`config.mk`:
```
export PLATFORM = sky130hd
export DESIGN_NAME = scqs_ctrl
export DESIGN_NICKNAME = d
export VERILOG_FILES = /design/src/verilog/scqs_pkg.sv /design/src/verilog/scqs_ctrl.sv
export SDC_FILE = /design/constraint.sdc
export NUM_CORES = 1
export LEC_CHECK = 0
export ABC_AREA = 1
export BUFFER_PORTS_ARGS = -buffer_cell sky130_fd_sc_hd__buf_2
export CAP_MARGIN = 20
export CORE_MARGIN = 10
export CORE_UTILIZATION = 25
export CTS_CLUSTER_SIZE = 14
export DETAILED_ROUTE_END_ITERATION = 16
export PLACE_DENSITY_LB_ADDON = 0.15
export SETUP_SLACK_MARGIN = 0.1
export SLEW_MARGIN = 0
export SYNTH_ARGS = -nofsm -noshare
export SYNTH_HDL_FRONTEND = slang
export SYNTH_SLANG_ARGS = --single-unit
```
`constraint.sdc`:
```
create_clock -name clk -period 1.95 [get_ports clk]
set_input_delay 0.2925 -clock clk [delete_from_list [all_inputs] [get_ports clk]]
set_output_delay 0.2925 -clock clk [all_outputs]
set_load 0.01 [all_outputs]
```
`src/verilog/scqs_pkg.sv`:
```
// constants, register map and types for the solar charge quick start control
package scqs_pkg;

   // clock and timebase
   localparam int unsigned CLK_HZ       = 25_000_000;
   localparam int unsigned TICK_MS      = 250;      // quarter-second timebase step
   localparam int unsigned TICK_CYCLES  = CLK_HZ / 1000 * TICK_MS;

   // event times in milliseconds, and as timebase steps
   localparam int unsigned SAMPLE_MS    = 2000;     // comparator sampling period
   localparam int unsigned QS_RESET_MS  = 16000;    // periodic quick start reset
   localparam int unsigned OSC_DELAY_MS = 1000;     // reset delay after oscillation seen
   localparam int unsigned WAKE_1ST_MS  = 1000;     // first wakeup, 0.75 to 1 s after charge
   localparam int unsigned WAKE_REP_MS  = 2000;     // wakeup repeat period
   localparam int unsigned SAMPLE_Q     = SAMPLE_MS / TICK_MS;
   localparam int unsigned QS_RESET_Q   = QS_RESET_MS / TICK_MS;
   localparam int unsigned OSC_DELAY_Q  = OSC_DELAY_MS / TICK_MS;
   localparam int unsigned WAKE_1ST_Q   = WAKE_1ST_MS / TICK_MS;
   localparam int unsigned WAKE_REP_Q   = WAKE_REP_MS / TICK_MS;

   // register byte offsets
   localparam logic [7:0] OFF_STATUS    = 8'h00;
   localparam logic [7:0] OFF_MASK      = 8'h04;
   localparam logic [7:0] OFF_MONITOR   = 8'h08;
   localparam logic [7:0] OFF_LIMITER   = 8'h0C;

   // status field positions
   localparam int unsigned BIT_WAKE     = 0;
   localparam int unsigned BIT_RECHARGE = 1;
   localparam int unsigned BIT_QS_B     = 2;
   localparam int unsigned BIT_QS_A     = 3;
   // monitor enable field positions
   localparam int unsigned BIT_MON_RCH  = 0;
   localparam int unsigned BIT_MON_QSB  = 1;
   localparam int unsigned BIT_MON_QSA  = 2;

   // reset values
   localparam logic        RST_WAKE_MASK = 1'b0;
   localparam logic [2:0]  RST_MON_EN    = 3'h0;
   localparam int unsigned LIMIT_OPT_DEF = 1;

   // quick start states: normal, both flags set, flag a cleared
   typedef enum logic [2:0] {
      QS_NORMAL = 3'b001,
      QS_FULL   = 3'b010,
      QS_HALF   = 3'b100
   } scqs_state_t;

   // limiter on voltage in millivolts for mask option 1 to 9
   function automatic logic [11:0] scqs_limit_mv(input logic [3:0] opt);
      logic [11:0] mv;
      mv = 12'h834;
      case (opt)
         4'h2: mv = 12'h9C4;
         4'h3: mv = 12'hA28;
         4'h4: mv = 12'hA8C;
         4'h5: mv = 12'hAF0;
         4'h6: mv = 12'hB54;
         4'h7: mv = 12'hBB8;
         4'h8: mv = 12'hC1C;
         4'h9: mv = 12'hC80;
         default: mv = 12'h834;
      endcase
      return mv;
   endfunction

   // true when a step counter sits on its last step of a period
   function automatic logic scqs_last(input logic [6:0] cnt, input int unsigned period);
      return cnt == 7'(period - 1);
   endfunction

endpackage

```
`src/verilog/scqs_ctrl.sv`:
```
// solar charge tracking, quick start sequencer and wakeup flag with ahb-lite registers
//
// The AHB-Lite register port and the register addresses were decided locally.
`timescale 1ns/1ns

module scqs_ctrl #(
   parameter int unsigned TICK_CYCLES = scqs_pkg::TICK_CYCLES,
   parameter logic [3:0]  LIMIT_OPT   = 4'(scqs_pkg::LIMIT_OPT_DEF)
) (
   input  wire logic        clk,
   input  wire logic        rst_n,
   // ahb-lite slave
   input  wire logic        hsel,
   input  wire logic [7:0]  haddr,
   input  wire logic [1:0]  htrans,
   input  wire logic        hwrite,
   input  wire logic [2:0]  hsize,
   input  wire logic [31:0] hwdata,
   input  wire logic        hready,
   output logic             hreadyout,
   output logic [31:0]      hrdata,
   output logic             hresp,
   // analog side
   input  wire logic        solar_cmp,
   input  wire logic        negation_cmp,
   input  wire logic        limiter_cmp,
   input  wire logic        osc_detect,
   input  wire logic        qs_entry,
   output logic [11:0]      limiter_level_mv,
   output logic             limiter_on,
   output logic             qs_reset_pulse,
   output logic             wakeup_irq,
   // monitor terminals
   output logic             recharge_monitor_terminal,
   output logic             quick_start_b_monitor_terminal,
   output logic             quick_start_a_monitor_terminal
);

   localparam int unsigned CNT_W = $clog2(TICK_CYCLES);

   // synchroniser stages for the asynchronous inputs
   logic [3:0]  sync1_reg;
   logic [3:0]  sync2_reg;
   logic        osc_prev_reg;
   wire  logic  solar_s    = sync2_reg[0];
   wire  logic  negation_s = sync2_reg[1];
   wire  logic  limiter_s  = sync2_reg[2];
   wire  logic  osc_s      = sync2_reg[3];
   wire  logic  osc_rise   = osc_s & ~osc_prev_reg;

   // timebase and period counters
   logic [CNT_W-1:0] tick_cnt_reg;
   logic             tick_reg;
   logic [6:0]       samp_q_reg;
   logic [6:0]       qs_q_reg;
   logic [6:0]       osc_q_reg;
   logic             osc_arm_reg;
   logic [6:0]       wk_q_reg;
   logic             wk_first_reg;

   // flags and state
   scqs_pkg::scqs_state_t state_reg;
   scqs_pkg::scqs_state_t state_next;
   logic                  recharge_flag_reg;
   logic                  wakeup_flag_reg;
   logic                  limiter_status_reg;
   logic                  qs_reset_reg;
   logic                  wakeup_mask_reg;
   logic [2:0]            mon_en_reg;
   logic [2:0]            term_reg;

   // bus registers
   logic        wr_pend_reg;
   logic [7:0]  wr_addr_reg;
   logic [31:0] rdata_reg;

   // quick start flags decoded from state
   // flag b stays up through the half state, flag a only in the full one
   wire logic in_qs              = state_reg != scqs_pkg::QS_NORMAL;
   wire logic quick_start_flag_a = state_reg == scqs_pkg::QS_FULL;
   wire logic quick_start_flag_b = in_qs;

   // comparator sample strobe every two seconds
   wire logic sample = tick_reg & scqs_pkg::scqs_last(samp_q_reg, scqs_pkg::SAMPLE_Q);
   wire logic neg_sample = sample & in_qs;

   // periodic and oscillation-triggered quick start resets
   // the delayed reset only counts once an oscillation rise has armed it
   wire logic qs_per_hit = in_qs & tick_reg
                         & scqs_pkg::scqs_last(qs_q_reg, scqs_pkg::QS_RESET_Q);
   wire logic osc_hit    = in_qs & osc_arm_reg & tick_reg
                         & scqs_pkg::scqs_last(osc_q_reg, scqs_pkg::OSC_DELAY_Q);
   wire logic qs_rst_now = qs_per_hit | osc_hit;

   // wakeup event timing
   // first period four steps, then eight, while the recharge flag is up
   wire logic wk_period  = wk_first_reg ? scqs_pkg::scqs_last(wk_q_reg, scqs_pkg::WAKE_REP_Q)
                                        : scqs_pkg::scqs_last(wk_q_reg, scqs_pkg::WAKE_1ST_Q);
   wire logic wake_event = recharge_flag_reg & tick_reg & wk_period;

   // one-hot register select, shared by read and write decode
   function automatic logic [3:0] reg_sel(input logic [7:0] addr);
      logic [3:0] sel;
      case (addr)
         scqs_pkg::OFF_STATUS:  sel = 4'h1;
         scqs_pkg::OFF_MASK:    sel = 4'h2;
         scqs_pkg::OFF_MONITOR: sel = 4'h4;
         scqs_pkg::OFF_LIMITER: sel = 4'h8;
         default:               sel = 4'h0;
      endcase
      return sel;
   endfunction

   // ahb address phase decode; hsize is ignored, every access is a whole word
   wire logic       addr_ok = hsel & htrans[1] & hready;
   wire logic       rd_go   = addr_ok & ~hwrite;
   wire logic       wr_go   = addr_ok & hwrite;
   wire logic [3:0] rd_sel  = reg_sel(haddr);
   wire logic [3:0] wr_sel  = reg_sel(wr_addr_reg);
   wire logic       wr_stat = wr_pend_reg & wr_sel[0];
   wire logic       wr_mask = wr_pend_reg & wr_sel[1];
   wire logic       wr_mon  = wr_pend_reg & wr_sel[2];
   wire logic       wk_clr  = wr_stat & hwdata[scqs_pkg::BIT_WAKE];

   // read data selection; the wakeup flag is the only status flag with a write path
   wire logic [31:0] stat_word = {28'h0000000, quick_start_flag_a, quick_start_flag_b,
                                  recharge_flag_reg, wakeup_flag_reg};
   wire logic [31:0] mask_word = {31'h00000000, wakeup_mask_reg};
   wire logic [31:0] mon_word  = {29'h00000000, mon_en_reg};
   wire logic [31:0] lim_word  = {31'h00000000, limiter_status_reg};
   wire logic [31:0] rd_word   = rd_sel[0] ? stat_word :
                                 rd_sel[1] ? mask_word :
                                 rd_sel[2] ? mon_word  :
                                 rd_sel[3] ? lim_word  :
                                 32'h00000000;

   // two flip-flop synchronisers
   // comparators move at any time against clk; only stage two feeds logic
   always_ff @(posedge clk or negedge rst_n) begin
      if (!rst_n) begin
         sync1_reg    <= 4'h0;
         sync2_reg    <= 4'h0;
         osc_prev_reg <= 1'b0;
      end else begin
         sync1_reg    <= {osc_detect, limiter_cmp, negation_cmp, solar_cmp};
         sync2_reg    <= sync1_reg;
         osc_prev_reg <= osc_s;
      end
   end

   // quarter-second timebase
   // tick is registered so every period counter sees one clean strobe
   always_ff @(posedge clk or negedge rst_n) begin
      if (!rst_n) begin
         tick_cnt_reg <= '0;
         tick_reg     <= 1'b0;
      end else begin
         tick_reg     <= tick_cnt_reg == CNT_W'(TICK_CYCLES - 1);
         tick_cnt_reg <= (tick_cnt_reg == CNT_W'(TICK_CYCLES - 1)) ? '0 : tick_cnt_reg + 1'b1;
      end
   end

   // two-second sampling step counter
   // both thresholds share this strobe, so they are never compared apart
   always_ff @(posedge clk or negedge rst_n) begin
      if (!rst_n) begin
         samp_q_reg <= 7'h00;
      end else if (tick_reg) begin
         samp_q_reg <= sample ? 7'h00 : samp_q_reg + 7'h01;
      end
   end

   // recharge flag tracks the synchronised comparator
   always_ff @(posedge clk or negedge rst_n) begin
      if (!rst_n) begin
         recharge_flag_reg <= 1'b0;
      end else begin
         recharge_flag_reg <= solar_s;
      end
   end

   // quick start next state
   // a low sample after flag a has cleared breaks the succession
   // and returns to the full quick start state
   always_comb begin
      state_next = state_reg;
      unique case (state_reg)
         scqs_pkg::QS_NORMAL: state_next = scqs_pkg::QS_NORMAL;
         scqs_pkg::QS_FULL: begin
            if (neg_sample && negation_s) begin
               state_next = scqs_pkg::QS_HALF;
            end
         end
         scqs_pkg::QS_HALF: begin
            if (neg_sample) begin
               state_next = negation_s ? scqs_pkg::QS_NORMAL : scqs_pkg::QS_FULL;
            end
         end
      endcase
      if (qs_entry) begin
         state_next = scqs_pkg::QS_FULL;
      end
   end

   // quick start state; the reset pin lands in normal mode
   // only qs_entry, never rst_n, can lead into quick start
   always_ff @(posedge clk or negedge rst_n) begin
      if (!rst_n) begin
         state_reg <= scqs_pkg::QS_NORMAL;
      end else begin
         state_reg <= state_next;
      end
   end

   // sixteen-second reset period counter
   // restarts on entry and on every request, the delayed one included
   always_ff @(posedge clk or negedge rst_n) begin
      if (!rst_n) begin
         qs_q_reg <= 7'h00;
      end else if (!in_qs || qs_entry || qs_rst_now) begin
         qs_q_reg <= 7'h00;
      end else if (tick_reg) begin
         qs_q_reg <= qs_q_reg + 7'h01;
      end
   end

   // one-second delay after oscillation is detected
   // a rise seen in normal mode is ignored, so no reset escapes there
   always_ff @(posedge clk or negedge rst_n) begin
      if (!rst_n) begin
         osc_arm_reg <= 1'b0;
         osc_q_reg   <= 7'h00;
      end else if (osc_rise && in_qs) begin
         osc_arm_reg <= 1'b1;
         osc_q_reg   <= 7'h00;
      end else if (!in_qs || osc_hit) begin
         osc_arm_reg <= 1'b0;
         osc_q_reg   <= 7'h00;
      end else if (osc_arm_reg && tick_reg) begin
         osc_q_reg   <= osc_q_reg + 7'h01;
      end
   end

   // internal reset pulse, one clock wide
   // registered so the request cannot glitch
   always_ff @(posedge clk or negedge rst_n) begin
      if (!rst_n) begin
         qs_reset_reg <= 1'b0;
      end else begin
         qs_reset_reg <= qs_rst_now;
      end
   end

   // limiter follows each sample of its comparator
   // between strobes the status holds even if the battery moves
   always_ff @(posedge clk or negedge rst_n) begin
      if (!rst_n) begin
         limiter_status_reg <= 1'b0;
      end else if (sample) begin
         limiter_status_reg <= limiter_s;
      end
   end

   // wakeup period counter, restarted whenever charging stops
   // four steps to the first event lands 0.75 to 1 s after the flag
   always_ff @(posedge clk or negedge rst_n) begin
      if (!rst_n) begin
         wk_q_reg     <= 7'h00;
         wk_first_reg <= 1'b0;
      end else if (!recharge_flag_reg) begin
         wk_q_reg     <= 7'h00;
         wk_first_reg <= 1'b0;
      end else if (tick_reg) begin
         wk_q_reg     <= wk_period ? 7'h00 : wk_q_reg + 7'h01;
         wk_first_reg <= wk_first_reg | wk_period;
      end
   end

   // wakeup flag: a new event wins over a clear in the same cycle
   always_ff @(posedge clk or negedge rst_n) begin
      if (!rst_n) begin
         wakeup_flag_reg <= 1'b0;
      end else if (wake_event) begin
         wakeup_flag_reg <= 1'b1;
      end else if (wk_clr) begin
         wakeup_flag_reg <= 1'b0;
      end
   end

   // software-written mask and monitor enables
   // reset values leave every terminal low and the interrupt masked
   always_ff @(posedge clk or negedge rst_n) begin
      if (!rst_n) begin
         wakeup_mask_reg <= scqs_pkg::RST_WAKE_MASK;
         mon_en_reg      <= scqs_pkg::RST_MON_EN;
      end else begin
         if (wr_mask) begin
            wakeup_mask_reg <= hwdata[0];
         end
         if (wr_mon) begin
            mon_en_reg <= hwdata[2:0];
         end
      end
   end

   // monitor terminals: flag when enabled, low otherwise
   // registered so a pin never glitches while a flag and its enable move
   always_ff @(posedge clk or negedge rst_n) begin
      if (!rst_n) begin
         term_reg <= 3'h0;
      end else begin
         term_reg[scqs_pkg::BIT_MON_RCH] <= mon_en_reg[scqs_pkg::BIT_MON_RCH]
                                          & recharge_flag_reg;
         term_reg[scqs_pkg::BIT_MON_QSB] <= mon_en_reg[scqs_pkg::BIT_MON_QSB]
                                          & quick_start_flag_b;
         term_reg[scqs_pkg::BIT_MON_QSA] <= mon_en_reg[scqs_pkg::BIT_MON_QSA]
                                          & quick_start_flag_a;
      end
   end

   // ahb data phase: latch write target, register read data
   // read data is taken in the address phase, so a read right after
   // a write to the same word still returns the old value
   always_ff @(posedge clk or negedge rst_n) begin
      if (!rst_n) begin
         wr_pend_reg <= 1'b0;
         wr_addr_reg <= 8'h00;
         rdata_reg   <= 32'h00000000;
      end else begin
         wr_pend_reg <= wr_go;
         wr_addr_reg <= haddr;
         if (rd_go) begin
            rdata_reg <= rd_word;
         end
      end
   end

   // outputs
   // the slave never stalls and always answers okay
   assign hreadyout        = 1'b1;
   assign hresp            = 1'b0;
   assign hrdata           = rdata_reg;
   assign limiter_level_mv = scqs_pkg::scqs_limit_mv(LIMIT_OPT);
   assign limiter_on       = limiter_status_reg;
   assign qs_reset_pulse   = qs_reset_reg;
   assign wakeup_irq       = wakeup_flag_reg & wakeup_mask_reg;
   assign recharge_monitor_terminal      = term_reg[scqs_pkg::BIT_MON_RCH];
   assign quick_start_b_monitor_terminal = term_reg[scqs_pkg::BIT_MON_QSB];
   assign quick_start_a_monitor_terminal = term_reg[scqs_pkg::BIT_MON_QSA];

endmodule

```
==> results_dict.tcl <==
set metrics [dict create \
    globalRouteOverflowTotal 0 \
    die_h_um 155.0 \
    antenna_found_initial 0 \
    slew_viol_final 0 \
    cap_violations 0 \
    period_needed_ns 1.643 \
    synthCells 534 \
    cts.repair.resized 0 \
    n_antenna_cell 0 \
    cts_max_level 3 \
    cts_tree "done" \
    timing.final.ws_setup_ns 0.3072 \
    dpl.hpwl_um 7378 \
    vdd_drop_max_v 0.0004025 \
    finalHoldViolCount 13 \
    largest_register_ffs 23 \
    holdBufCountCts 0 \
    r2r_slack_ns 0.31 \
    track_usage_pct 8.540 \
    r2r_end "tick_cnt_reg[10]" \
    clk_latency_ns 0.35 \
    fmax_ghz 0.6087 \
    setup_tns_ns 0 \
    pre_cts_slack_ns 0.2932 \
    drtAntennaViolNets 0 \
    cts_buffers 9 \
    gp_congestion 0.8257 \
    drt_iter0_markers 223 \
    required_ns 2.18 \
    crit_fanout 6 \
    cts_root_buffer "clkbuf_16" \
    wl_per_cell_um 12.26 \
    ys_types 34 \
    p_leak_nw 2.451 \
    drive_gt1_share_pct 12.61 \
    coreArea_um2 17960 \
    rows 49 \
    cts_post_setup_buffers_inserted 0 \
    r2r_start "tick_cnt_reg[0]" \
    grt_pass1_vias 3448 \
    skew_ns 0.007713 \
    synth_top_family_by_area "simple AND/OR/NAND/NOR gates" \
    r2r_cells 6 \
    dr.pass1.iters 4 \
    synth_fa_ha_area_share_pct 1.374 \
    io_buffers 31 \
    drt-total-wl_um 9908 \
    chipWidth_um 155.0 \
    finalCritPeriodShare_pct 84.25 \
    syn_to_final_growth_pct 13.74 \
    slew_headroom_pct 66.24 \
    grt_max_degree 91 \
    vias_per_cell 4.137 \
    yosys.area_share.xor_xnor_pct 5.386 \
    syn_area_um2 4553 \
    startpoint_type "flip-flop" \
    status "complete, but fails checks" \
    worst-setup-path-type "flip-flop to flip-flop" \
    initial_core_util_pct 25.35 \
    ys_seq_elements 90 \
    power_density_nw_per_um2 805.0 \
    hold_slack_ns -0.04058 \
    violations "hold timing" \
    synth.avg_cell_area_um2 8.526 \
    clk_pin_slew_ns 0.07 \
    clkSinkCount 90 \
    drc 0 \
    synth_compound_area_share_pct 3.682 \
    cts_buffer_depth 2 \
    ios 107 \
    dieArea_um2 24010 \
    placed_area_um2 4850 \
    worst_pin_slew_ns 0.5064 \
    design_area_um2 5179 \
    synth_warnings 0 \
    rsz0062_at_grt "false" \
    total_power_mw 4.169 \
    vias 3343 \
    layout.nets 634 \
    timing.critical_path.from "tick_cnt_reg[0]" \
    worst_ep_arrival_time_ns 1.88 \
    hold_class "input pin to asynchronous set/reset pin" \
    critical_path.endpoint "tick_cnt_reg[10]" \
    grt_pass1_wl_um 16910 \
    synth-simple-area-share_pct 26.77 \
    synthMuxAreaShare_pct 0.2198 \
    finalSetupViolCount 0 \
    end_kind "flip-flop" \
    yosysSeqAreaShare_pct 49.49 \
]
-- metal layers --
layer | track usage [%] | part of all wire (%) | vias to the layer above
met1 | 10.66 | 47 | 1575
met3 | 3.005 | 5.7 | 12
met4 | 2.834 | 1.4 | 0
met5 | 0 | 0 | -
li1 | - | - | 1692
met2 | 13.41 | 46 | 64
-- cells in the mapped netlist --
cell      number  area share, %
nor3_4         1           0.36
a21oi_4        1           0.36
conb_1         2           0.16
nor2_1        73            6.0
buf_2          2           0.22
nand3b_1       2           0.33
nor4_1         3           0.41
nand4_1       21            2.9
and3_1         1           0.14
inv_2          3           0.25
or2_0          1           0.14
a31oi_1        1           0.14
inv_1         65            5.4
dfstp_2        1           0.58
nand3_1       40            4.4
xnor2_1        8            1.5
ha_1           5            1.4
o21ai_1        1           0.11
nand2_2        2           0.27
o21ai_0       23            2.5
nor2_4         1           0.25
mux2i_1        1           0.22
nor3_2         1           0.22
nand3_2        4           0.88
nor3_1        11            1.2
nor3b_1        2           0.33
buf_4         43            7.1
nor2_2         5           0.69
xor2_1        20            3.8
a21oi_1        5           0.55
dfrtp_1       89             49
nand2_1       92            7.6
nand2_4        1           0.25
or2_2          3           0.41
-- layout by cell type, fill, tap and decap left out, types with 2 or more instances in the layout --
cell,netlist,final
nand2_2,2,2
nand4_1,21,21
ha_1,5,5
nand3b_1,2,2
clkbuf_16,0,9
inv_1,65,65
nand2_1,92,92
xor2_1,20,20
dfrtp_1,89,89
bufinv_16,0,2
conb_1,2,42
nor3_1,11,11
nor2_2,5,5
nand3_2,4,4
xnor2_1,8,8
nor4_1,3,3
clkinv_4,0,2
nand3_1,40,40
inv_2,3,3
a21oi_1,5,5
or2_2,3,3
buf_4,43,3
nor3b_1,2,2
o21ai_0,23,23
buf_2,2,30
nor2_1,73,73
-- worst min-delay path by stage --
stage | endpoint | from | cells past startpoint | slack (ns)
finish | wr_addr_reg[6] | rst_n | 2 | -0.04
detailed placement | recharge_flag_reg | sync2_reg[0] | 0 | 0.34
floorplan | hrdata[0] | rst_n | 0 | -0.003
CTS | wr_addr_reg[6] | rst_n | 2 | 0.008
global route | wr_addr_reg[7] | rst_n | 2 | 0.03
global placement | sync2_reg[3] | sync1_reg[3] | 0 | 0.34
-- power by group --
group | internal, mW | total (mW) | switching, mW | leakage (nW)
Clock | 1.16 | 1.90 | 0.743 | 0.159
Sequential | 1.93 | 1.97 | 0.0365 | 1.16
Combinational | 0.0783 | 0.295 | 0.217 | 1.14
-- logic make-up after synthesis --
kind of cell / after synthesis
DFF: 90
AOI/OAI and AO/OA: 31
adders and majority gates: 5
muxes: 1
other: 2
and+or+nand+nor: 264
buffers and inverters: 113
xor gates and xnor gates: 28
-- area by class of cell --
class	count	area [um2]
Fill cell	1938	12780
Sequential cell	90	2253
Multi-Input combinational cell	371	1862
Tap cell	229	286.5
Inverter	68	255.2
Clock buffer	10	239.0
Timing Repair Buffer	34	192.7
Clock inverter	6	90.09
-- worst max-delay path, stage by stage (launching register included) --
cell	delay, ns
dfrtp_1	0.41
ha_1	0.22
nand3_2	0.17
nor4_1	0.27
nand3_1	0.26
o21ai_0	0.14
nor2_1	0.06
-- per-stage QoR --
step / cells / utilization, %
2_1_floorplan: 574 / -
3_3_place_gp: 792 / 27.00
3_5_place_dp: 792 / 27.00
4_1_cts: 808 / 28.83
5_1_grt: 808 / 28.83
6_report: 808 / 28.83
No activity file was read; power rests on OpenSTA's default activity.
